### src/trig_pkg.sv
/*
 * Constants, register map and types of the trigger source selection block.
 * Assumes a 50 MHz master clock and a software port with one-cycle strobes.
 */
package trig_pkg;

    // Register offsets (byte addresses)
    localparam logic [7:0]  ADDR_CTRL      = 8'h00;
    localparam logic [7:0]  ADDR_LEVEL     = 8'h04;
    localparam logic [7:0]  ADDR_INTERVAL  = 8'h08;
    localparam logic [7:0]  ADDR_COMMAND   = 8'h0C;
    localparam logic [7:0]  ADDR_STATUS    = 8'h10;

    // Control field positions and mode codes
    localparam int          CTRL_SRC_BIT   = 0;
    localparam int          CTRL_SLOPE_BIT = 1;
    localparam int          CTRL_MODE_LSB  = 2;
    localparam logic [1:0]  MODE_CONT      = 2'h0;
    localparam logic [1:0]  MODE_TRIG      = 2'h1;
    localparam logic [1:0]  MODE_GATED     = 2'h2;

    // Command bits, write-only pulses
    localparam int          CMD_RUN_BIT    = 0;
    localparam int          CMD_STOP_BIT   = 1;
    localparam int          CMD_FORCE_BIT  = 2;

    // Status bits
    localparam int          STAT_RUN_BIT   = 0;
    localparam int          STAT_WAIT_BIT  = 1;
    localparam int          STAT_GATE_BIT  = 2;
    localparam int          STAT_EXT_BIT   = 3;
    localparam int          STAT_FRC_BIT   = 4;

    // Reset values
    localparam logic [3:0]  CTRL_RESET     = 4'h1;
    localparam logic [15:0] LEVEL_RESET_MV = 16'h0000;
    localparam logic [23:0] INTERVAL_RESET = 24'h0003E8;

    // Threshold limits in millivolts, two's complement
    localparam logic signed [15:0] LEVEL_MIN_MV = 16'shEC78;
    localparam logic signed [15:0] LEVEL_MAX_MV = 16'sh1388;

    // Interval limits in microseconds
    localparam logic [23:0] INTERVAL_MIN_US = 24'h000001;
    localparam logic [23:0] INTERVAL_MAX_US = 24'h989680;

    // Clock timing
    localparam int          CLK_PERIOD_NS  = 32'h00000014;
    localparam int          US_NS          = 32'h000003E8;
    localparam int          CYCLES_PER_US  = US_NS / CLK_PERIOD_NS;

    typedef enum logic [1:0] {
        ST_STOPPED,
        ST_WAITING,
        ST_RUNNING
    } run_state_type;

endpackage : trig_pkg

### src/interval_if.sv
/*
 * Carrier between the trigger selector and its interval timer.
 * Assumes both ends run on the same master clock.
 */
`timescale 1ns/100ps
interface interval_if;
    logic        restart;
    logic        enable;
    logic [23:0] interval_us;
    logic        tick;

    modport ctrl  (output restart, output enable, output interval_us,
                   input  tick);
    modport timer (input  restart, input  enable, input  interval_us,
                   output tick);
endinterface : interval_if

### src/interval_timer.sv
/*
 * Internal periodic trigger generator: microsecond prescaler and interval
 * counter. Assumes interval_us is already clamped to its legal range.
 */
`timescale 1ns/100ps
module interval_timer #(
    parameter int CYCLES_PER_US = trig_pkg::CYCLES_PER_US
) (
    input  wire logic i_mclk,
    input  wire logic i_rst_n,
    interval_if.timer tmr
);

    logic [7:0]  pre_cnt;
    logic [23:0] us_cnt;
    wire         pre_last;
    wire         us_last;

    // Interval shrinking mid-period ends the period at the next prescaler wrap, never wraps
    assign pre_last = (pre_cnt == 8'(CYCLES_PER_US - 1));
    assign us_last  = (us_cnt >= tmr.interval_us - 24'h000001);
    assign tmr.tick = tmr.enable & ~tmr.restart & pre_last & us_last;

    // Counters clear on run and while disabled so the first period starts there;
    // no force request reaches them
    always_ff @(posedge i_mclk or negedge i_rst_n) begin
        if (!i_rst_n) begin
            pre_cnt <= 8'h00;
            us_cnt  <= 24'h000000;
        end else if (tmr.restart || !tmr.enable) begin
            pre_cnt <= 8'h00;
            us_cnt  <= 24'h000000;
        end else if (pre_last) begin
            pre_cnt <= 8'h00;
            us_cnt  <= us_last ? 24'h000000 : us_cnt + 24'h000001;
        end else begin
            pre_cnt <= pre_cnt + 8'h01;
        end
    end
endmodule : interval_timer

### src/trig_select.sv
/*
 * Trigger source selection and generation for a waveform generator:
 * external comparator path, internal interval generator, force request,
 * run state and gate, plus a small software register port.
 * Assumes i_external_trigger_input is the raw output of a comparator that
 * is high while the rear trigger input is at or above the threshold that
 * o_level_mv sets, and that i_output_busy comes from the waveform engine
 * on the same clock.
 */
// Our own choices: the plain strobed port and the register addresses.
`timescale 1ns/100ps
module trig_select #(
    parameter int          CYCLES_PER_US   = trig_pkg::CYCLES_PER_US,
    parameter logic [23:0] INTERVAL_MAX_US = trig_pkg::INTERVAL_MAX_US
) (
    input  wire logic        i_mclk,
    input  wire logic        i_rst_n,
    input  wire logic [7:0]  i_addr,
    input  wire logic [31:0] i_wdata,
    input  wire logic        i_wr,
    input  wire logic        i_rd,
    output logic      [31:0] o_rdata,
    input  wire logic        i_external_trigger_input,
    input  wire logic        i_force_trigger,
    input  wire logic        i_output_busy,
    output logic      [15:0] o_level_mv,
    output logic             o_trigger,
    output logic             o_gate,
    output logic             o_running,
    output logic             o_waiting
);

    // Reset interval kept inside the span when a small maximum is chosen,
    // so the span check holds from the first cycle after reset
    localparam logic [23:0] INTERVAL_INIT =
        (trig_pkg::INTERVAL_RESET > INTERVAL_MAX_US) ?
        INTERVAL_MAX_US : trig_pkg::INTERVAL_RESET;

    // Edge of a synchronised level; falling selects the negative slope
    function automatic logic edge_hit(input logic cur,
                                      input logic prev,
                                      input logic falling);
        edge_hit = falling ? (prev & ~cur) : (cur & ~prev);
    endfunction : edge_hit

    interval_if tmr ();

    logic [3:0]  ctrl;
    logic [15:0] level_mv;
    logic [23:0] interval_us;
    logic        run_active;
    logic        ext_s1;
    logic        ext_s2;
    logic        ext_prev;
    logic        frc_s1;
    logic        frc_s2;
    logic        frc_prev;
    logic        seen_busy;
    trig_pkg::run_state_type run_state;
    trig_pkg::run_state_type next_state;

    // Control field decode
    wire         src_int;
    wire         slope_neg;
    wire  [1:0]  mode;
    wire         mode_trig;
    wire         mode_gated;
    assign src_int    = ctrl[trig_pkg::CTRL_SRC_BIT];
    assign slope_neg  = ctrl[trig_pkg::CTRL_SLOPE_BIT];
    assign mode       = ctrl[trig_pkg::CTRL_MODE_LSB +: 2];
    assign mode_trig  = (mode == trig_pkg::MODE_TRIG);
    assign mode_gated = (mode == trig_pkg::MODE_GATED);

    // Register port decode
    wire         wr_ctrl;
    wire         wr_level;
    wire         wr_interval;
    wire         wr_cmd;
    wire         run_start;
    wire         run_stop;
    wire         sw_force;
    assign wr_ctrl     = i_wr && (i_addr == trig_pkg::ADDR_CTRL);
    assign wr_level    = i_wr && (i_addr == trig_pkg::ADDR_LEVEL);
    assign wr_interval = i_wr && (i_addr == trig_pkg::ADDR_INTERVAL);
    assign wr_cmd      = i_wr && (i_addr == trig_pkg::ADDR_COMMAND);
    // Stop wins when both command bits land in one write
    assign run_stop  = wr_cmd && i_wdata[trig_pkg::CMD_STOP_BIT];
    assign run_start = wr_cmd && i_wdata[trig_pkg::CMD_RUN_BIT] && !run_stop;
    assign sw_force  = wr_cmd && i_wdata[trig_pkg::CMD_FORCE_BIT];

    // Threshold write is clamped so the comparator DAC never leaves its span
    wire signed [15:0] level_in;
    wire        [15:0] next_level;
    assign level_in   = signed'(i_wdata[15:0]);
    assign next_level = (level_in < trig_pkg::LEVEL_MIN_MV) ?
                        trig_pkg::LEVEL_MIN_MV :
                        (level_in > trig_pkg::LEVEL_MAX_MV) ?
                        trig_pkg::LEVEL_MAX_MV : level_in;

    // Interval write clamped; any set bus bit above bit 23 saturates it to the maximum
    wire        [23:0] interval_in;
    wire        [23:0] next_interval;
    wire               interval_wide;
    assign interval_in   = i_wdata[23:0];
    assign interval_wide = |i_wdata[31:24];
    assign next_interval = (interval_wide || interval_in > INTERVAL_MAX_US) ?
                           INTERVAL_MAX_US :
                           (interval_in < trig_pkg::INTERVAL_MIN_US) ?
                           trig_pkg::INTERVAL_MIN_US : interval_in;

    // Software registers
    always_ff @(posedge i_mclk or negedge i_rst_n) begin
        if (!i_rst_n) begin
            ctrl        <= trig_pkg::CTRL_RESET;
            level_mv    <= trig_pkg::LEVEL_RESET_MV;
            interval_us <= INTERVAL_INIT;
        end else begin
            if (wr_ctrl)
                ctrl <= i_wdata[3:0];
            if (wr_level)
                level_mv <= next_level;
            if (wr_interval)
                interval_us <= next_interval;
        end
    end

    // Run flag follows the run and stop commands
    always_ff @(posedge i_mclk or negedge i_rst_n) begin
        if (!i_rst_n)
            run_active <= 1'b0;
        else if (run_stop)
            run_active <= 1'b0;
        else if (run_start)
            run_active <= 1'b1;
    end

    // Comparator and button are asynchronous; first flop feeds only the second
    always_ff @(posedge i_mclk or negedge i_rst_n) begin
        if (!i_rst_n) begin
            ext_s1   <= 1'b0;
            ext_s2   <= 1'b0;
            ext_prev <= 1'b0;
            frc_s1   <= 1'b0;
            frc_s2   <= 1'b0;
            frc_prev <= 1'b0;
        end else begin
            ext_s1   <= i_external_trigger_input;
            ext_s2   <= ext_s1;
            ext_prev <= ext_s2;
            frc_s1   <= i_force_trigger;
            frc_s2   <= frc_s1;
            frc_prev <= frc_s2;
        end
    end

    // Trigger sources; slope and level only touch the external path
    wire ext_edge;
    wire force_pulse;
    wire auto_trig;
    wire trig_req;
    wire accept;
    assign ext_edge    = edge_hit(ext_s2, ext_prev, slope_neg);
    assign force_pulse = edge_hit(frc_s2, frc_prev, 1'b0) | sw_force;
    assign auto_trig   = src_int ? tmr.tick : ext_edge;
    assign trig_req    = auto_trig | force_pulse;
    // Triggers only taken while waiting and the engine is idle
    assign accept = run_active && mode_trig &&
                    (run_state == trig_pkg::ST_WAITING) &&
                    !i_output_busy && trig_req;

    // Gate: slope acts as polarity, force button held counts as active
    wire gated_on;
    wire ext_gate;
    wire next_gate;
    assign gated_on  = run_active && mode_gated;
    assign ext_gate  = !src_int && (ext_s2 ^ slope_neg);
    assign next_gate = gated_on && (ext_gate || frc_s2);

    // Interval timer: restarted by run, off for external source or gating
    assign tmr.restart     = run_start;
    assign tmr.enable      = run_active && src_int && !mode_gated;
    assign tmr.interval_us = interval_us;

    interval_timer #(
        .CYCLES_PER_US (CYCLES_PER_US)
    ) u_timer (
        .i_mclk  (i_mclk),
        .i_rst_n (i_rst_n),
        .tmr     (tmr)
    );

    // Run state; triggered output returns to waiting once busy drops
    always_comb begin
        next_state = run_state;
        case (run_state)
            trig_pkg::ST_STOPPED: begin
                if (run_start)
                    next_state = mode_trig || mode_gated ?
                                 trig_pkg::ST_WAITING : trig_pkg::ST_RUNNING;
            end
            trig_pkg::ST_WAITING: begin
                if (accept || next_gate || (!mode_trig && !mode_gated))
                    next_state = trig_pkg::ST_RUNNING;
            end
            trig_pkg::ST_RUNNING: begin
                if (mode_trig && seen_busy && !i_output_busy)
                    next_state = trig_pkg::ST_WAITING;
                else if (mode_gated && !next_gate)
                    next_state = trig_pkg::ST_WAITING;
            end
            default: next_state = trig_pkg::ST_STOPPED;
        endcase
        if (run_stop || !run_active && !run_start)
            next_state = trig_pkg::ST_STOPPED;
    end

    always_ff @(posedge i_mclk or negedge i_rst_n) begin
        if (!i_rst_n)
            run_state <= trig_pkg::ST_STOPPED;
        else
            run_state <= next_state;
    end

    // Busy seen during this output; cleared outside running
    always_ff @(posedge i_mclk or negedge i_rst_n) begin
        if (!i_rst_n)
            seen_busy <= 1'b0;
        else if (run_state == trig_pkg::ST_RUNNING)
            seen_busy <= seen_busy | i_output_busy;
        else
            seen_busy <= 1'b0;
    end

    // Status word and read mux; unmapped addresses read zero
    wire [31:0] status_word;
    wire [31:0] rd_mux;
    assign status_word = {27'h0000000, frc_s2, ext_s2, o_gate,
                          run_state == trig_pkg::ST_WAITING,
                          run_state == trig_pkg::ST_RUNNING};
    assign rd_mux =
        (i_addr == trig_pkg::ADDR_CTRL)     ? {28'h0000000, ctrl}     :
        (i_addr == trig_pkg::ADDR_LEVEL)    ? {16'h0000, level_mv}    :
        (i_addr == trig_pkg::ADDR_INTERVAL) ? {8'h00, interval_us}    :
        (i_addr == trig_pkg::ADDR_STATUS)   ? status_word             :
        32'h00000000;

    // Outputs from flops; read data stand only in the cycle after the strobe
    always_ff @(posedge i_mclk or negedge i_rst_n) begin
        if (!i_rst_n) begin
            o_rdata   <= 32'h00000000;
            o_trigger <= 1'b0;
            o_gate    <= 1'b0;
        end else begin
            o_rdata   <= i_rd ? rd_mux : 32'h00000000;
            o_trigger <= accept;
            o_gate    <= next_gate;
        end
    end

    assign o_level_mv = level_mv;
    assign o_running  = (run_state == trig_pkg::ST_RUNNING);
    assign o_waiting  = (run_state == trig_pkg::ST_WAITING);
endmodule : trig_select

### config.mk
export PLATFORM = sky130hd
export DESIGN_NAME = trig_select
export DESIGN_NICKNAME = d
export VERILOG_FILES = /design/src/trig_pkg.sv /design/src/interval_if.sv /design/src/interval_timer.sv /design/src/trig_select.sv
export SDC_FILE = /design/constraint.sdc
export NUM_CORES = 1
export LEC_CHECK = 0
export ABC_AREA = 1
export ABC_CLOCK_PERIOD_IN_PS = 6900
export BUFFER_PORTS_ARGS = -buffer_cell sky130_fd_sc_hd__buf_2
export CORE_MARGIN = 1
export CORE_UTILIZATION = 60
export DETAILED_ROUTE_END_ITERATION = 16
export GPL_TIMING_DRIVEN = 0
export PLACE_DENSITY = 0.93
export SYNTH_ARGS = -nofsm -noshare
export SYNTH_HDL_FRONTEND = slang
export SYNTH_HIERARCHICAL = 1
export SYNTH_SLANG_ARGS = --single-unit
export TNS_END_PERCENT = 20
### constraint.sdc
create_clock -name i_mclk -period 6.9 [get_ports i_mclk]
set_input_delay 1.035 -clock i_mclk [delete_from_list [all_inputs] [get_ports i_mclk]]
set_output_delay 1.035 -clock i_mclk [all_outputs]
set_load 0.01 [all_outputs]
==> parameters.txt <==
Parameter                              Value

Status
  Status ... finished with violations
  Violated checks ... design-rule violations

Placed design
  Number of input and output port buffers inserted ... 89
  Area post-placement ... 7979 µm²
  Final weighted congestion of routability-driven global placement ... ~0.96
  Placed wire-length estimate ... between 10000 and 15000 µm

Synth
  Async set-reset flop share out of synthesis ... 1.000
  Distinct cells, synth ... about 40
  Yosys Warn Count ... 6
  Main flop type after synthesis ... sky130_fd_sc_hd__dfrtp_1
  Number of enable-type register cells in the synthesized netlist ... 0
  Number of storage elements in the synthesis netlist ... about 110
  Count of mapped cells out of synthesis ... roughly 1000
  Post-Synthesis Mean Instance Area ... roughly 7 µm²
  Sequential cell area fraction in the yosys report ... 0.3852
  Netlist Area Pre-Place ... between 7000 and 8000 µm²

STA
  Final worst-path cycle share ... 0.4984
  Pins over their slew limit ... 0
  Maximum clock frequency ... about 290 MHz
  Hold violation total from the final report ... 0
  Worst clock skew on the final layout ... ~0.008 ns
  Slew @ Worst Pin ... between 0.6 and 0.7 ns
  TNS Setup ... 0 ns
  RSZ-0062 raised after global routing ... false
  Hold_ws ... 0.3692 ns
  Number of setup violations in the final report ... 0
  Tmin final ... roughly 3.4 ns
  Slew headroom ... 0.5938

Layout
  Number of antenna cells inserted ... 0
  Final instance area ... approximately 8300 µm²
  P&R area growth vs syn ... 13.56%
  Final Net Count ... 1230
  Layout cell share with drive strength beyond 1 ... 0.1580

Critical path
  Type of destination of the critical path ... register
  Cells on worst reg2reg path ... 24
  Setup slack on the worst flop-to-flop path ... 3.46 ns
  Critical register-to-register path startpoint ... interval_us[0]$_DFFE_PN0P_
  Data required, critical path ... between 7 and 8 ns
  Worst path bufs/invs ... 4
  Critical path class ... reg2reg
  Critical Path Fanout Max ... 10
  Most common cell type on the critical path ... sky130_fd_sc_hd__nand2_1
  Critical path's largest stage delay ... around 0.42 ns
  Crit. path cell count ... 24
  Gate family responsible for the most delay along the worst path ... simple AND/OR/NAND/NOR gates
  Sequence of cells on the critical path ... inv_1 > ha_1 > inv_1 > nor2_1 > nand2_1 > nor2_1 > nand2_1 > xor2_1 > ha_1 > nand4_1 > nor2_1 > nand3_1 > a21oi_2 > nor2_4 > buf_6 > nor2_1 > nand2_1 > o21ai_0 > inv_1 > nand3_1 > nand2_1 > nand2_1 > nand4_1 > nand2_1
  Data arrival, critical path ... around 3.7 ns
  Worst reg2reg path endpoint ... run_state[0]$_DFFE_PN0P_
  Crit path to ... run_state[0]$_DFFE_PN0P_
  Critical-path top delay cell ... sky130_fd_sc_hd__dfrtp_1
  Element type at the critical path start ... register
  Start point of the critical path ... interval_us[0]$_DFFE_PN0P_

Floorplanning
  Top-level I/O count ... 99
  FP Rows ... 39
  Width of the chip ... roughly 110 µm
  Full die area ... 12610 µm²
  Initial Util ... 0.6284
  Core Region ... ~12000 µm²
  Vert. Die Dim ... roughly 110 µm

Route
  Number of DRC violations after detailed routing ... 1
  Drt first pass iters ... 12
  Routed length per placed instance ... 14.00 µm
  Wire length after detailed routing ... between 15000 and 20000 µm
  Highest routing layer actually used ... met4
  Via count ... approximately 7000
  Sum of met3 wire segment lengths after detailed routing ... between 1000 and 1500 µm
  DRT antenna net count ... 0
  Via density per instance ... around 5.4
  Routed length on met1 ... ~7400 µm
  Wire length on met2 ... around 8900 µm
  Initial detailed-routing violation count ... 457

Clocking
  Clock Sinks ... around 110
  Number of gates resized after CTS ... 0
  H-tree depth ... 3
  Latest clock arrival within the worst-skew pair ... 0.37 ns
  Count of buffers added by post-CTS timing repair for setup ... 0
  Clock buffers created by TritonCTS ... 9
  Count of hold buffers inserted by post-cts repair ... 0
  Max Root-Sink Buffers ... 2
  TritonCTS clock tree ... yes
  Clock root buffer ... sky130_fd_sc_hd__clkbuf_16
  Clock edge transition at the registers on the reported setup and hold paths ... around 0.08 ns

Global routing
  Global-route total usage across every layer ... 0.3077
  Leftover overflow at the end of global routing ... 0
  Initial antenna violation count ... 0
  Wire length of the first global-routing pass ... roughly 31000 µm
  Via count of the first global-routing pass ... around 6700
  Pin count of the biggest net entering global routing ... 74

Power
  Worst ir drop on vdd ... about 0.20 mV
  Power Dens Cells ... 181.8 nW/µm²
  Leakage power total ... about 4.6 nW
  Overall power ... 0.001506 W

Min path
  Class of the tightest hold or removal check ... reg2reg

Job
  # Max-Cap Violations ... 0
-- per-layer routing --
layer,vias up,track usage
met5,-,0
met4,0,0.1538
met3,65,0.06210
met2,298,0.5313
met1,3216,0.3670
li1,3441,-
-- where the power goes --
part	total (W)	switching [W]	internal (W)	leakage (nW)
logic	0.000267	0.000168	0.0000991	2.90
registers	0.000701	0.0000234	0.000678	1.51
clock network	0.000538	0.000270	0.000268	0.152
total	0.00151	0.000461	0.00105	4.56
-- cells in the mapped netlist (10+ instances only) --
cell type,instances,share of area
sky130_fd_sc_hd__inv_1,129,0.066
sky130_fd_sc_hd__a21oi_1,23,0.016
sky130_fd_sc_hd__nor3_1,10,0.0069
sky130_fd_sc_hd__xnor2_1,18,0.022
sky130_fd_sc_hd__nor2_1,153,0.079
sky130_fd_sc_hd__dfrtp_1,105,0.36
sky130_fd_sc_hd__xor2_1,17,0.020
sky130_fd_sc_hd__o21ai_1,12,0.0082
sky130_fd_sc_hd__nand4_1,17,0.015
sky130_fd_sc_hd__ha_1,30,0.051
sky130_fd_sc_hd__nand2_1,343,0.18
sky130_fd_sc_hd__nor2_4,10,0.015
sky130_fd_sc_hd__nand3_1,71,0.049
sky130_fd_sc_hd__buf_4,10,0.010
sky130_fd_sc_hd__o21ai_0,19,0.013
-- stage by stage --
step	instances	setup slack, ns	util
finish	1301	3.461	0.7136
global route	1301	3.088	0.7136
CTS	1301	3.483	0.7136
detailed placement	1285	3.505	0.6870
global placement	1284	3.529	0.6844
floorplan	1052	4.048	-
-- worst min path at each step --
stage                           from               end  slack, ns  cells after the start
finish              ext_s1$_DFF_PN0_  ext_s2$_DFF_PN0_       0.37                      0
global route        ext_s1$_DFF_PN0_  ext_s2$_DFF_PN0_       0.38                      0
CTS                 ext_s1$_DFF_PN0_  ext_s2$_DFF_PN0_       0.37                      0
detailed placement  ext_s1$_DFF_PN0_  ext_s2$_DFF_PN0_       0.35                      0
global placement    frc_s1$_DFF_PN0_  frc_s2$_DFF_PN0_       0.33                      0
floorplan           ext_s1$_DFF_PN0_  ext_s2$_DFF_PN0_       0.33                      0
-- worst register-to-register path: stages, from the launching register on --
cell	delay, ns
sky130_fd_sc_hd__dfrtp_1	0.42
sky130_fd_sc_hd__inv_1	0.12
sky130_fd_sc_hd__ha_1	0.24
sky130_fd_sc_hd__inv_1	0.08
sky130_fd_sc_hd__nor2_1	0.15
sky130_fd_sc_hd__nand2_1	0.10
sky130_fd_sc_hd__nor2_1	0.16
sky130_fd_sc_hd__nand2_1	0.09
sky130_fd_sc_hd__xor2_1	0.15
sky130_fd_sc_hd__ha_1	0.29
sky130_fd_sc_hd__nand4_1	0.11
sky130_fd_sc_hd__nor2_1	0.18
sky130_fd_sc_hd__nand3_1	0.11
sky130_fd_sc_hd__a21oi_2	0.17
sky130_fd_sc_hd__nor2_4	0.08
sky130_fd_sc_hd__buf_6	0.15
sky130_fd_sc_hd__nor2_1	0.15
sky130_fd_sc_hd__nand2_1	0.07
sky130_fd_sc_hd__o21ai_0	0.07
sky130_fd_sc_hd__inv_1	0.05
sky130_fd_sc_hd__nand3_1	0.07
sky130_fd_sc_hd__nand2_1	0.09
sky130_fd_sc_hd__nand2_1	0.10
sky130_fd_sc_hd__nand4_1	0.08
sky130_fd_sc_hd__nand2_1	0.07
-- area by class of cell --
type,count,area [µm²]
flip-flops and latches,112,2811
multi-input cells,773,3814
repair buffers,90,475.5
clock inverters,6,70.07
clock buffers,10,239.0
fillers,919,3326
inverters,141,531.8
well taps,143,178.9
plain buffers,26,167.7
-- state kept, by name, summed over array words and instances (netlist names) --
name / count
seen_busy: 1
ext_s1: 1
frc_s2: 1
ext_prev: 1
frc_prev: 1
interval_us: 24
o_level_mv: 16
run_state: 2
u_timer/pre_cnt: 8
o_gate: 1
ctrl: 4
frc_s1: 1
ext_s2: 1
o_trigger: 1
u_timer/us_cnt: 24
run_active: 1
o_rdata: 24
-- cell families (layout without fill, tap and decap cells) --
kind of cell | count (synthesis) | in the layout | synth area share
buf+inv | 167 | 273 | 0.09583
flops | 112 | 112 | 0.3852
fa+ha+maj | 30 | 30 | 0.05143
other cells | 1 | 8 | 0.0005138
compound gates | 61 | 61 | 0.04406
simple gates | 639 | 639 | 0.3809
xor+xnor | 35 | 35 | 0.04200
-- cell usage in the layout, fill, tap and decap left out, types with 10 or more instances in the layout --
| cell type | synthesis | layout |
|---|---|---|
| sky130_fd_sc_hd__a21oi_1 | 23 | 23 |
| sky130_fd_sc_hd__buf_2 | 8 | 96 |
| sky130_fd_sc_hd__buf_4 | 10 | 11 |
| sky130_fd_sc_hd__dfrtp_1 | 105 | 105 |
| sky130_fd_sc_hd__ha_1 | 30 | 30 |
| sky130_fd_sc_hd__inv_1 | 129 | 129 |
| sky130_fd_sc_hd__nand2_1 | 343 | 343 |
| sky130_fd_sc_hd__nand3_1 | 71 | 71 |
| sky130_fd_sc_hd__nand4_1 | 17 | 17 |
| sky130_fd_sc_hd__nor2_1 | 153 | 153 |
| sky130_fd_sc_hd__nor2_4 | 10 | 10 |
| sky130_fd_sc_hd__nor3_1 | 10 | 10 |
| sky130_fd_sc_hd__o21ai_0 | 19 | 19 |
| sky130_fd_sc_hd__o21ai_1 | 12 | 12 |
| sky130_fd_sc_hd__xnor2_1 | 18 | 18 |
| sky130_fd_sc_hd__xor2_1 | 17 | 17 |
(Power assumes the default switching activity.)
